==> config.mk <==
export PLATFORM = sky130hd
export DESIGN_NAME = uotgpc_top
export DESIGN_NICKNAME = d
export VERILOG_FILES = /design/src/logic/uotgpc_pkg.sv /design/src/logic/uotgpc_top.sv
export SDC_FILE = /design/constraint.sdc
export NUM_CORES = 1
export LEC_CHECK = 0
export ABC_AREA = 1
export BUFFER_PORTS_ARGS = -buffer_cell sky130_fd_sc_hd__buf_2
export CAP_MARGIN = 30
export CORE_MARGIN = 1.5
export CORE_UTILIZATION = 61
export DETAILED_ROUTE_END_ITERATION = 6
export GPL_TIMING_DRIVEN = 0
export PLACE_DENSITY = 0.86
export SLEW_MARGIN = 20
export SYNTH_ARGS = -nofsm -noshare
export SYNTH_HDL_FRONTEND = slang
export SYNTH_SLANG_ARGS = --single-unit
export TNS_END_PERCENT = 20
==> constraint.sdc <==
create_clock -name CORE_CLK -period 3.4 [get_ports CORE_CLK]
set_input_delay 0.85 -clock CORE_CLK [delete_from_list [all_inputs] [get_ports CORE_CLK]]
set_output_delay 0.85 -clock CORE_CLK [all_outputs]
set_load 0.02 [all_outputs]
==> src/logic/uotgpc_pkg.sv <==
// Register map, field positions and timing constants of the USB power and interrupt block
package uotgpc_pkg;

  // Register byte addresses (no offsets printed; chosen locally)
  localparam logic [7:0] OTG_CONTROL_ADDR = 8'h00;
  localparam logic [7:0] POWER_CONTROL_ADDR = 8'h04;
  localparam logic [7:0] INTERRUPT_FLAG_ADDR = 8'h08;
  localparam logic [7:0] ERROR_FLAG_ADDR = 8'h0c;
  localparam logic [7:0] ERROR_ENABLE_ADDR = 8'h10;
  localparam logic [7:0] TRANSFER_STATUS_ADDR = 8'h14;

  // Reset values
  localparam logic [7:0] OTG_CONTROL_RST = 8'h00;
  localparam logic [7:0] POWER_CONTROL_RST = 8'h00;
  localparam logic [7:0] FLAGS_RST = 8'h00;

  // OTG control fields
  localparam int DPLUS_PULLUP_BIT = 7;
  localparam int DMINUS_PULLUP_BIT = 6;
  localparam int DPLUS_PULLDOWN_BIT = 5;
  localparam int DMINUS_PULLDOWN_BIT = 4;
  localparam int VBUS_POWER_BIT = 3;
  localparam int SW_PULL_BIT = 2;
  localparam int VBUS_CHARGE_BIT = 1;
  localparam int VBUS_DISCHARGE_BIT = 0;

  // Power control fields
  localparam int ACTIVITY_PENDING_BIT = 7;
  localparam int SLEEP_GUARD_BIT = 4;
  localparam int MODULE_BUSY_BIT = 3;
  localparam int SUSPEND_BIT = 1;
  localparam int OPERATE_BIT = 0;
  localparam logic [7:0] POWER_WRITE_MASK = 8'h13;

  // Interrupt flag fields
  localparam int STALL_BIT = 7;
  localparam int ATTACH_BIT = 6;
  localparam int RESUME_BIT = 5;
  localparam int IDLE_BIT = 4;
  localparam int TOKEN_DONE_BIT = 3;
  localparam int FRAME_START_BIT = 2;
  localparam int ERROR_SUMMARY_BIT = 1;
  localparam int BUS_RESET_BIT = 0;
  localparam logic [7:0] FLAG_CLEAR_MASK = 8'hfd;

  // Timing
  localparam int CLK_FREQ_MHZ = 100;
  localparam int LINE_TIME_NS = 2500;
  localparam int LINE_CYCLES = (LINE_TIME_NS * CLK_FREQ_MHZ + 999) / 1000;
  localparam int IDLE_TIME_US = 3000;
  localparam int IDLE_CYCLES_DEF = IDLE_TIME_US * CLK_FREQ_MHZ;
  localparam int BUSY_TIME_NS = 200;
  localparam int BUSY_CYCLES = (BUSY_TIME_NS * CLK_FREQ_MHZ + 999) / 1000;
  localparam int CNT_W = 20;

  // AHB-Lite codes
  localparam logic [1:0] HTRANS_NONSEQ = 2'h2;
  localparam logic [1:0] HTRANS_SEQ = 2'h3;

  // Busy sequencer states
  typedef enum logic [2:0] {
    UOTG_OFF  = 3'h1,
    UOTG_ON   = 3'h2,
    UOTG_STOP = 3'h4
  } uotg_pwr_t;

endpackage

==> src/logic/uotgpc_top.sv <==
// USB OTG pull, VBUS, power and interrupt flag control behind an AHB-Lite slave
// Notes on behaviour
// - Each of the four line pulls is on exactly when its selected software or hardware pull bit is one.
// - Software pull bits drive the pulls when pull control enable is set, else hardware.
// - VBUS power output follows the VBUS power-on bit.
// - VBUS charge pull-up follows the charge enable bit.
// - VBUS discharge pull-down follows the discharge enable bit.
// - Bits 31 to 8 and unimplemented bits read zero and ignore writes.
// - Activity pending reads one for a single cycle after new bus activity is detected.
// - With the sleep guard set, sleep is blocked on activity or pending notification.
// - Busy reads one while active or still winding down after disable.
// - Suspend gates the 48 MHz USB clock and puts the transceiver in low power.
// - Operation enable zero holds outputs inactive and shuts the module down.
// - Flags are set by hardware and cleared by writing one; error summary is read-only.
// - Stall flag sets on a stall handshake received (host) or sent (device).
// - Attach flag sets on attach in host mode after 2.5 us quiet, not SE0.
// - Resume flag sets after K-state held continuously for 2.5 us.
// - Idle flag sets after the bus stays idle for 3 ms.
// - Token done flag sets when a token finishes; status register shows its endpoint.
// - Clearing the token done flag advances the transfer status queue.
// - Frame start flag sets on a received SOF or the host SOF threshold.
// - Error summary sets only from error flags whose enables are set.
// - Bit 0 sets on bus reset in device mode, on detach in host mode.
//
// Design decisions made here: the address map and the AHB-Lite interface to the registers.
`timescale 1ns/100ps
module uotgpc_top
  import uotgpc_pkg::*;
#(
  parameter int IDLE_CYCLES = IDLE_CYCLES_DEF
) (
  // Clock and reset
  input  wire logic        CORE_CLK,
  input  wire logic        RESET_N,
  // AHB-Lite slave
  input  wire logic        HSEL,
  input  wire logic [31:0] HADDR,
  input  wire logic [1:0]  HTRANS,
  input  wire logic        HWRITE,
  input  wire logic [2:0]  HSIZE,
  input  wire logic [31:0] HWDATA,
  input  wire logic        HREADY,
  output logic      [31:0] HRDATA,
  output logic             HREADYOUT,
  output logic             HRESP,
  // Line state pins
  input  wire logic        LINE_DP,
  input  wire logic        LINE_DM,
  // Packet engine events and hardware pull requests
  input  wire logic [3:0]  HW_PULL_REQ,
  input  wire logic        HOST_MODE,
  input  wire logic        HOST_OPERATION_EN,
  input  wire logic        LOW_SPEED,
  input  wire logic        STALL_EVT,
  input  wire logic        TOKEN_DONE_EVT,
  input  wire logic [7:0]  TOKEN_STATUS,
  input  wire logic        FRAME_START_EVT,
  input  wire logic        BUS_RESET_EVT,
  input  wire logic        DETACH_EVT,
  input  wire logic [7:0]  ERROR_EVT,
  input  wire logic        SLEEP_REQ,
  // Analog and power controls
  output logic             DPLUS_PULLUP_EN,
  output logic             DMINUS_PULLUP_EN,
  output logic             DPLUS_PULLDOWN_EN,
  output logic             DMINUS_PULLDOWN_EN,
  output logic             VBUS_POWER_ON,
  output logic             VBUS_CHARGE_EN,
  output logic             VBUS_DISCHARGE_EN,
  output logic             USB_CLK_GATE_EN,
  output logic             XCVR_LOW_POWER,
  output logic             MODULE_ACTIVE,
  output logic             SLEEP_BLOCK,
  output logic             ACTIVITY_PENDING
);

  typedef struct packed {
    logic             dp_s1;
    logic             dp_s2;
    logic             dm_s1;
    logic             dm_s2;
    logic             ph_valid;
    logic             ph_write;
    logic [7:0]       ph_addr;
    logic [7:0]       otg_ctl;
    logic [4:0]       pwr_ctl;
    logic [7:0]       flags;
    logic [7:0]       err_flags;
    logic [7:0]       err_en;
    logic [7:0]       tok_status;
    logic [7:0]       tok_queued;
    logic             tok_full;
    logic [CNT_W-1:0] k_cnt;
    logic [CNT_W-1:0] quiet_cnt;
    logic [CNT_W-1:0] idle_cnt;
    logic [7:0]       busy_cnt;
    logic             act_pend;
    logic             prev_active;
    uotg_pwr_t        pwr_state;
    logic [31:0]      rdata;
    logic [7:0]       pulls;
    logic [2:0]       vbus;
  } uotgpc_state_t;

  uotgpc_state_t st_ff;
  uotgpc_state_t nxt_st;

  function automatic logic [CNT_W-1:0] count_up(input logic [CNT_W-1:0] c, input logic run);
    count_up = run ? ((c == {CNT_W{1'b1}}) ? c : c + 1'b1) : '0;
  endfunction

  logic       enabled;
  logic       k_state;
  logic       se0;
  logic       j_state;
  logic       bus_active;
  logic [7:0] hw_set;
  logic [7:0] wr_data;
  logic       wr_flags;
  logic [7:0] clr_mask;
  logic       busy;
  logic [3:0] pull_sel;

  always_comb begin
    enabled = st_ff.pwr_ctl[OPERATE_BIT];
    se0 = !st_ff.dp_s2 && !st_ff.dm_s2;
    // Full speed J is D+ high; low speed swaps the lines
    j_state = LOW_SPEED ? (st_ff.dm_s2 && !st_ff.dp_s2) : (st_ff.dp_s2 && !st_ff.dm_s2);
    k_state = !se0 && !j_state && (st_ff.dp_s2 ^ st_ff.dm_s2);
    bus_active = !j_state;
    // Busy as soon as operate is set, so a read right after enable already sees it
    busy = (st_ff.pwr_state != UOTG_OFF) || enabled;
    wr_data = HWDATA[7:0];
    wr_flags = st_ff.ph_valid && st_ff.ph_write && (st_ff.ph_addr == INTERRUPT_FLAG_ADDR);
    clr_mask = wr_flags ? (wr_data & FLAG_CLEAR_MASK) : 8'h00;
    hw_set = 8'h00;
    if (enabled) begin
      hw_set[STALL_BIT] = STALL_EVT;
      hw_set[ATTACH_BIT] = HOST_OPERATION_EN && !se0 &&
                           (st_ff.quiet_cnt == CNT_W'(LINE_CYCLES - 1)) && j_state;
      hw_set[RESUME_BIT] = (st_ff.k_cnt == CNT_W'(LINE_CYCLES - 1)) && k_state;
      hw_set[IDLE_BIT] = (st_ff.idle_cnt == CNT_W'(IDLE_CYCLES - 1)) && j_state;
      hw_set[TOKEN_DONE_BIT] = TOKEN_DONE_EVT;
      hw_set[FRAME_START_BIT] = FRAME_START_EVT;
      hw_set[BUS_RESET_BIT] = HOST_MODE ? DETACH_EVT : BUS_RESET_EVT;
    end
    pull_sel = st_ff.otg_ctl[SW_PULL_BIT] ? st_ff.otg_ctl[7:4] : HW_PULL_REQ;
  end

  always_comb begin
    nxt_st = st_ff;
    nxt_st.dp_s1 = LINE_DP;
    nxt_st.dp_s2 = st_ff.dp_s1;
    nxt_st.dm_s1 = LINE_DM;
    nxt_st.dm_s2 = st_ff.dm_s1;
    // Address phase capture
    nxt_st.ph_valid = 1'b0;
    if (HSEL && HREADY && (HTRANS == HTRANS_NONSEQ || HTRANS == HTRANS_SEQ)) begin
      nxt_st.ph_valid = 1'b1;
      nxt_st.ph_write = HWRITE;
      nxt_st.ph_addr = HADDR[7:0];
    end
    // Read data, only low byte is implemented
    // Read data holds until the next read, so a late sample never sees a stale zero
    if (HSEL && HREADY && HTRANS[1] && !HWRITE) begin
      nxt_st.rdata = 32'h0000_0000;
      case (HADDR[7:0])
        OTG_CONTROL_ADDR:     nxt_st.rdata[7:0] = st_ff.otg_ctl;
        POWER_CONTROL_ADDR:   nxt_st.rdata[7:0] = {st_ff.act_pend, 2'b00, st_ff.pwr_ctl[4],
                                                   busy, 1'b0, st_ff.pwr_ctl[1:0]};
        INTERRUPT_FLAG_ADDR:  nxt_st.rdata[7:0] = st_ff.flags;
        ERROR_FLAG_ADDR:      nxt_st.rdata[7:0] = st_ff.err_flags;
        ERROR_ENABLE_ADDR:    nxt_st.rdata[7:0] = st_ff.err_en;
        TRANSFER_STATUS_ADDR: nxt_st.rdata[7:0] = st_ff.tok_status;
        default:              nxt_st.rdata = 32'h0000_0000;
      endcase
    end
    // Register writes in the data phase
    if (st_ff.ph_valid && st_ff.ph_write) begin
      case (st_ff.ph_addr)
        OTG_CONTROL_ADDR:   nxt_st.otg_ctl = wr_data;
        POWER_CONTROL_ADDR: nxt_st.pwr_ctl = wr_data[4:0] & POWER_WRITE_MASK[4:0];
        ERROR_ENABLE_ADDR:  nxt_st.err_en = wr_data;
        ERROR_FLAG_ADDR:    nxt_st.err_flags = st_ff.err_flags & ~wr_data;
        default:            nxt_st.err_en = st_ff.err_en;
      endcase
    end
    // Error flags: set wins over clear
    nxt_st.err_flags = nxt_st.err_flags | (enabled ? ERROR_EVT : 8'h00);
    // Interrupt flags: a hardware set beats a write-one clear
    nxt_st.flags = (st_ff.flags & ~clr_mask) | hw_set;
    nxt_st.flags[ERROR_SUMMARY_BIT] = |(nxt_st.err_flags & st_ff.err_en);
    // Token status: one-deep queue behind the visible entry
    if (clr_mask[TOKEN_DONE_BIT] && st_ff.tok_full) begin
      nxt_st.tok_status = st_ff.tok_queued;
      nxt_st.tok_full = 1'b0;
      nxt_st.flags[TOKEN_DONE_BIT] = 1'b1;
    end
    if (hw_set[TOKEN_DONE_BIT]) begin
      if (!st_ff.flags[TOKEN_DONE_BIT] || clr_mask[TOKEN_DONE_BIT] && !st_ff.tok_full) begin
        nxt_st.tok_status = TOKEN_STATUS;
      end else begin
        nxt_st.tok_queued = TOKEN_STATUS;
        nxt_st.tok_full = 1'b1;
      end
    end
    // Line timers
    nxt_st.k_cnt = count_up(st_ff.k_cnt, k_state && enabled);
    nxt_st.quiet_cnt = count_up(st_ff.quiet_cnt, j_state && enabled);
    nxt_st.idle_cnt = count_up(st_ff.idle_cnt, j_state && enabled);
    // Activity pending: a one-cycle pulse on each new bus activity
    nxt_st.prev_active = bus_active;
    if (enabled && bus_active && !st_ff.prev_active) begin
      nxt_st.act_pend = 1'b1;
    end else if (st_ff.act_pend) begin
      nxt_st.act_pend = 1'b0;
    end
    // Busy sequencer: disable takes a settling time before re-enable
    nxt_st.busy_cnt = 8'h00;
    case (st_ff.pwr_state)
      UOTG_OFF:  if (enabled) begin
        nxt_st.pwr_state = UOTG_ON;
      end
      UOTG_ON:   if (!enabled) begin
        nxt_st.pwr_state = UOTG_STOP;
      end
      UOTG_STOP: begin
        nxt_st.busy_cnt = st_ff.busy_cnt + 8'h01;
        if (st_ff.busy_cnt == 8'(BUSY_CYCLES - 1)) begin
          nxt_st.pwr_state = UOTG_OFF;
        end
      end
      default:   nxt_st.pwr_state = UOTG_OFF;
    endcase
    // Pin controls, all released while disabled
    nxt_st.pulls = enabled ? {pull_sel, 4'h0} : 8'h00;
    nxt_st.vbus[2] = enabled && st_ff.otg_ctl[VBUS_POWER_BIT];
    nxt_st.vbus[1] = enabled && st_ff.otg_ctl[VBUS_CHARGE_BIT];
    nxt_st.vbus[0] = enabled && st_ff.otg_ctl[VBUS_DISCHARGE_BIT];
  end

  always_ff @(posedge CORE_CLK or negedge RESET_N) begin
    if (!RESET_N) begin
      st_ff <= '{pwr_state: UOTG_OFF, otg_ctl: OTG_CONTROL_RST,
                 pwr_ctl: POWER_CONTROL_RST[4:0], flags: FLAGS_RST, default: '0};
    end else begin
      st_ff <= nxt_st;
    end
  end

  assign HRDATA = st_ff.rdata;
  assign HREADYOUT = 1'b1;
  assign HRESP = 1'b0;
  assign DPLUS_PULLUP_EN = st_ff.pulls[7];
  assign DMINUS_PULLUP_EN = st_ff.pulls[6];
  assign DPLUS_PULLDOWN_EN = st_ff.pulls[5];
  assign DMINUS_PULLDOWN_EN = st_ff.pulls[4];
  assign VBUS_POWER_ON = st_ff.vbus[2];
  assign VBUS_CHARGE_EN = st_ff.vbus[1];
  assign VBUS_DISCHARGE_EN = st_ff.vbus[0];
  // Suspend stops the 48 MHz clock; disabled module also gets no clock
  assign USB_CLK_GATE_EN = st_ff.pwr_ctl[OPERATE_BIT] && !st_ff.pwr_ctl[SUSPEND_BIT];
  assign XCVR_LOW_POWER = !st_ff.pwr_ctl[OPERATE_BIT] || st_ff.pwr_ctl[SUSPEND_BIT];
  assign MODULE_ACTIVE = st_ff.pwr_ctl[OPERATE_BIT];
  assign SLEEP_BLOCK = SLEEP_REQ && st_ff.pwr_ctl[SLEEP_GUARD_BIT] &&
                       (st_ff.act_pend || bus_active && enabled || |st_ff.flags);
  assign ACTIVITY_PENDING = st_ff.act_pend;

  a_pull_follow: assert property (@(posedge CORE_CLK) disable iff (!RESET_N)
    $past(enabled) && $past(st_ff.otg_ctl[SW_PULL_BIT])
      |-> DPLUS_PULLUP_EN == $past(st_ff.otg_ctl[DPLUS_PULLUP_BIT]))
    else $error("pull-up does not follow software bit");
  a_hw_pull: assert property (@(posedge CORE_CLK) disable iff (!RESET_N)
    $past(enabled) && !$past(st_ff.otg_ctl[SW_PULL_BIT])
      |-> {DPLUS_PULLUP_EN, DMINUS_PULLUP_EN} == $past(HW_PULL_REQ[3:2]))
    else $error("hardware pull request not followed");
  a_vbus_power: assert property (@(posedge CORE_CLK) disable iff (!RESET_N)
    VBUS_POWER_ON |-> $past(st_ff.otg_ctl[VBUS_POWER_BIT]))
    else $error("VBUS powered without control bit");
  a_off_quiet: assert property (@(posedge CORE_CLK) disable iff (!RESET_N)
    !$past(enabled) |-> !VBUS_CHARGE_EN && !VBUS_DISCHARGE_EN && !DMINUS_PULLDOWN_EN)
    else $error("outputs active while disabled");
  a_flag_sticky: assert property (@(posedge CORE_CLK) disable iff (!RESET_N)
    st_ff.flags[STALL_BIT] && !clr_mask[STALL_BIT] |=> st_ff.flags[STALL_BIT])
    else $error("stall flag lost without clear");
  a_set_wins: assert property (@(posedge CORE_CLK) disable iff (!RESET_N)
    hw_set[FRAME_START_BIT] && clr_mask[FRAME_START_BIT] |=> st_ff.flags[FRAME_START_BIT])
    else $error("clear beat a same-cycle set");
  a_resume_time: assert property (@(posedge CORE_CLK) disable iff (!RESET_N)
    $rose(st_ff.flags[RESUME_BIT]) |-> $past(st_ff.k_cnt) == CNT_W'(LINE_CYCLES - 1))
    else $error("resume flag set before 2.5 us of K");
  a_busy_hold: assert property (@(posedge CORE_CLK) disable iff (!RESET_N)
    $fell(enabled) |=> busy [*8])
    else $error("busy dropped too soon after disable");
  a_err_mask: assert property (@(posedge CORE_CLK) disable iff (!RESET_N)
    st_ff.flags[ERROR_SUMMARY_BIT] |-> |($past(nxt_st.err_flags) & $past(st_ff.err_en)))
    else $error("error summary set by masked error");
  a_token_adv: assert property (@(posedge CORE_CLK) disable iff (!RESET_N)
    clr_mask[TOKEN_DONE_BIT] && st_ff.tok_full && !hw_set[TOKEN_DONE_BIT]
      |=> st_ff.tok_status == $past(st_ff.tok_queued) && !st_ff.tok_full)
    else $error("status queue did not advance");

endmodule

==> qor_table.md <==
| Quantity | Value | Unit |
|---|---|---|
| Highest net fanout along the worst path | 10 | - |
| Library cells used by synthesis | 40 | - |
| Most frequent cell on the critical path | sky130_fd_sc_hd__buf_2 | - |
| Initial antenna violation count | 0 | - |
| Share of final-layout standard cells stronger than drive strength 1 | 14.3 | % |
| Post-route clock period utilization | 90.5 | % |
| Final Power | 4830 | uW |
| Clock Tree Buf Depth | 2 | - |
| Hold violation total from the final report | 0 | - |
| Cell area after synthesis | 8510 | sq um |
| Kind of critical path | flop to output pin | - |
| Outcome | finished clean | - |
| Setup repair after global routing missed its margin | no | - |
| Number of flip-flops in the largest register | 135 | - |
| Top cell type by total area after synthesis | sky130_fd_sc_hd__dfrtp_1 | - |
| Number of nets in the finished design | 1377 | - |
| Cell with the most instances after synthesis | sky130_fd_sc_hd__nand2_1 | - |
| Clock tree from TritonCTS | built | - |
| Via Count | 8005 | - |
| Number of synthesized register bits | 154 | - |
| Dominant register cell in the synthesized netlist | sky130_fd_sc_hd__dfrtp_1 | - |
| Category of the worst setup path capture point | output pin | - |
| Number of I/O port buffers | 71 | - |
| Yosys warnings | 0 | - |
| Number of hold buffers added after CTS | 0 | - |
| Max incr delay on CP | 440 | ps |
| DR pass1 iterations | 5 | - |
| Total of max-cap violations | 0 | - |
| Average cell area after synthesis | 7.41 | sq um |
| Site Rows | 42 | - |
| Area inside the core boundary | 13500 | sq um |
| Crit path arrival time | 2230 | ps |
| Instance count of the mapped netlist | 1148 | - |
| Number of sinks handled by clock tree synthesis | 154 | - |
| Inst Count DP | 1420 | - |
| Post-detailed-route DRC marker count | 0 | - |
| Combined buffer and inverter count along the critical path | 3 | - |
| Slew at the pin closest to its max-slew limit | 784 | ps |
| Total wire length | 21.2 | mm |
| Count of boundary I/O pins | 151 | - |
| Final cell utilization of the core | 73.1 | % |
| Slew headroom | 47.3 | % |
| Number of diodes | 0 | - |
| Cell type group with the largest total delay on the critical path | buffers and inverters | - |
| Depth of the CTS H-tree | 4 | - |
| Vertical extent of the die | 121 | microns |
| Synthesis-to-layout area growth | 15.6 | % |
| Tmin final | 3080 | ps |
| Cell-by-cell listing of the critical path | buf_2 > clkbuf_1 > nand2_1 > a41oi_1 > buf_2 | - |
| Post-layout instance count excluding filler cells | 1452 | - |
| Global-route wire length before repair | 35.2 | mm |
| Cell types occupying the most area after synthesis | sky130_fd_sc_hd__dfrtp_1, sky130_fd_sc_hd__nand2_1, sky130_fd_sc_hd__nand3_1 | - |
| Synth top cells by count | sky130_fd_sc_hd__nand2_1, sky130_fd_sc_hd__dfrtp_1, sky130_fd_sc_hd__inv_1 | - |
| Die Span X | 121 | microns |
| Register containing the most flip-flops in the final layout | st_ff | - |
| Path category of the worst min-delay check | flop to flop | - |
| Post-CTS Resized | 0 | - |
| Via count of the first global-routing pass | 7383 | - |
| Share of async-settable or async-resettable flops after synthesis | 100 | % |
| Startpoint Class | flop | - |
| Number of enable-type register cells in the synthesized netlist | 0 | - |
| Overflow left after global routing | 0 | - |
| Pin count of the biggest net entering global routing | 97 | - |
| Routability congestion estimate | 0.909 | - |
| Hold Slack | 349 | ps |
| Share of Yosys cell area claimed by the top area cell type | 45.0 | % |
| Detailed Route Iter0 Violations | 749 | - |
| Worst setup skew after layout | 5.73 | ps |
| Crit path max-delay cell type | sky130_fd_sc_hd__clkbuf_1 | - |
| Via/cell ratio | 5.51 | - |
| Clock latency on the worst-skew pair | 430 | ps |
| Starting density of the core | 63.3 | % |
| Upper clock frequency limit | 325 | MHz |
| Count of nets left with antenna violations after detail routing | 0 | - |
| Final setup violation count | 0 | - |
| Final HPWL DP | 15.5 | mm |
| Root buffer selected by CTS | sky130_fd_sc_hd__clkbuf_16 | - |
| Area of the die | 14700 | sq um |
| Overall routing resource usage | 30.8 | % |
| Power density over the cells | 490 | nW/um^2 |
| Static Leak | 0.00512 | uW |
| Clock edge transition at the registers on the reported setup and hold paths | 60 | ps |
| Number of clock buffers inserted by TritonCTS | 17 | - |
| # Post-CTS Setup Buffers | 0 | - |
| Post-synthesis sequential area ratio | 45.3 | % |
| Number of max-slew violations in the final report | 0 | - |
| Peak supply drop | 0.000422 | V |
| Worst Path Required | 2550 | ps |
| Wire length per cell | 14.6 | microns |
metrics by stage:
stage	TNS (ps)	area [sq um]	worst slack (ps)
CTS	0	9840	349
finish	0	9840	323
global route	0	9840	232
floorplan	0	8600	999
global placement	-115140	9180	-769
detailed placement	0	9220	727
kinds of logic after synthesis:
kind of cell | count (synthesis) | share of synthesized area [%]
other | 2 | 0.0882
muxes | 1 | 0.118
xor gates and xnor gates | 1 | 0.103
DFF | 154 | 45.3
and+or+nand+nor | 682 | 35.8
AOI/OAI and AO/OA | 109 | 6.97
buffers and inverters | 190 | 10.3
adders and majority gates | 9 | 1.32
layer usage:
metal  wire length [microns]  track usage, %  up-vias
li1                        -               -     3920
met1                    9320            43.2     3679
met2                    9720            48.1      358
met3                    1700            6.20       48
met4                     479            10.3        0
met5                       0               0        -
layout make-up:
cell class | instances | area, sq um
Fill cell | 1054 | 3610
Buffer | 58 | 377
Multi-Input combinational cell | 828 | 3870
Tap cell | 176 | 220
Timing Repair Buffer | 72 | 393
Clock inverter | 14 | 195
Clock buffer | 18 | 429
Inverter | 132 | 500
Sequential cell | 154 | 3850
power by group:
| part | switching [uW] | internal, uW |
|---|---|---|
| logic | 451 | 224 |
| registers | 126 | 2010 |
| clock network | 777 | 1230 |
worst paths after layout:
path | start | end | slack, ps | cells after the start
worst max-delay path | MODULE_ACTIVE | SLEEP_BLOCK | 320 | 5
worst min-delay path | nxt_st[182] | st_ff[182] | 350 | 0
worst max register to register | st_ff[182] | st_ff[87] | 1310 | 10
worst min register to register | nxt_st[182] | st_ff[182] | 350 | 0
max in group asynchronous | RESET_N | st_ff[175] | 2210 | 2
min in group asynchronous | RESET_N | st_ff[48] | 360 | 1
layout by cell type, fill, tap and decap left out, types with 2 or more instances in the layout:
cell type                   count
sky130_fd_sc_hd__a21oi_1       10
sky130_fd_sc_hd__buf_4         36
sky130_fd_sc_hd__nor3_1        35
sky130_fd_sc_hd__dfrtp_1      153
sky130_fd_sc_hd__clkbuf_1       9
sky130_fd_sc_hd__nor3_2         4
sky130_fd_sc_hd__nor2_4         4
sky130_fd_sc_hd__clkinv_2       3
sky130_fd_sc_hd__o22ai_1        3
sky130_fd_sc_hd__inv_1        128
sky130_fd_sc_hd__nor2_1        80
sky130_fd_sc_hd__inv_6          4
sky130_fd_sc_hd__or2_2          7
sky130_fd_sc_hd__o31ai_1        5
sky130_fd_sc_hd__clkinv_1       3
sky130_fd_sc_hd__nor3b_1        2
sky130_fd_sc_hd__nand3_1      124
sky130_fd_sc_hd__nand2_1      361
sky130_fd_sc_hd__nand2_2        3
sky130_fd_sc_hd__o21ai_0       77
sky130_fd_sc_hd__ha_1           9
sky130_fd_sc_hd__conb_1        26
sky130_fd_sc_hd__nor4_1         8
sky130_fd_sc_hd__clkinv_4       3
sky130_fd_sc_hd__clkbuf_16     17
sky130_fd_sc_hd__a31oi_1       11
sky130_fd_sc_hd__nand4_1       39
sky130_fd_sc_hd__nor2_2         4
sky130_fd_sc_hd__buf_2         83
sky130_fd_sc_hd__nand3b_1       5
sky130_fd_sc_hd__bufinv_16      4
Note: power is estimated with default switching activity, not from simulation.
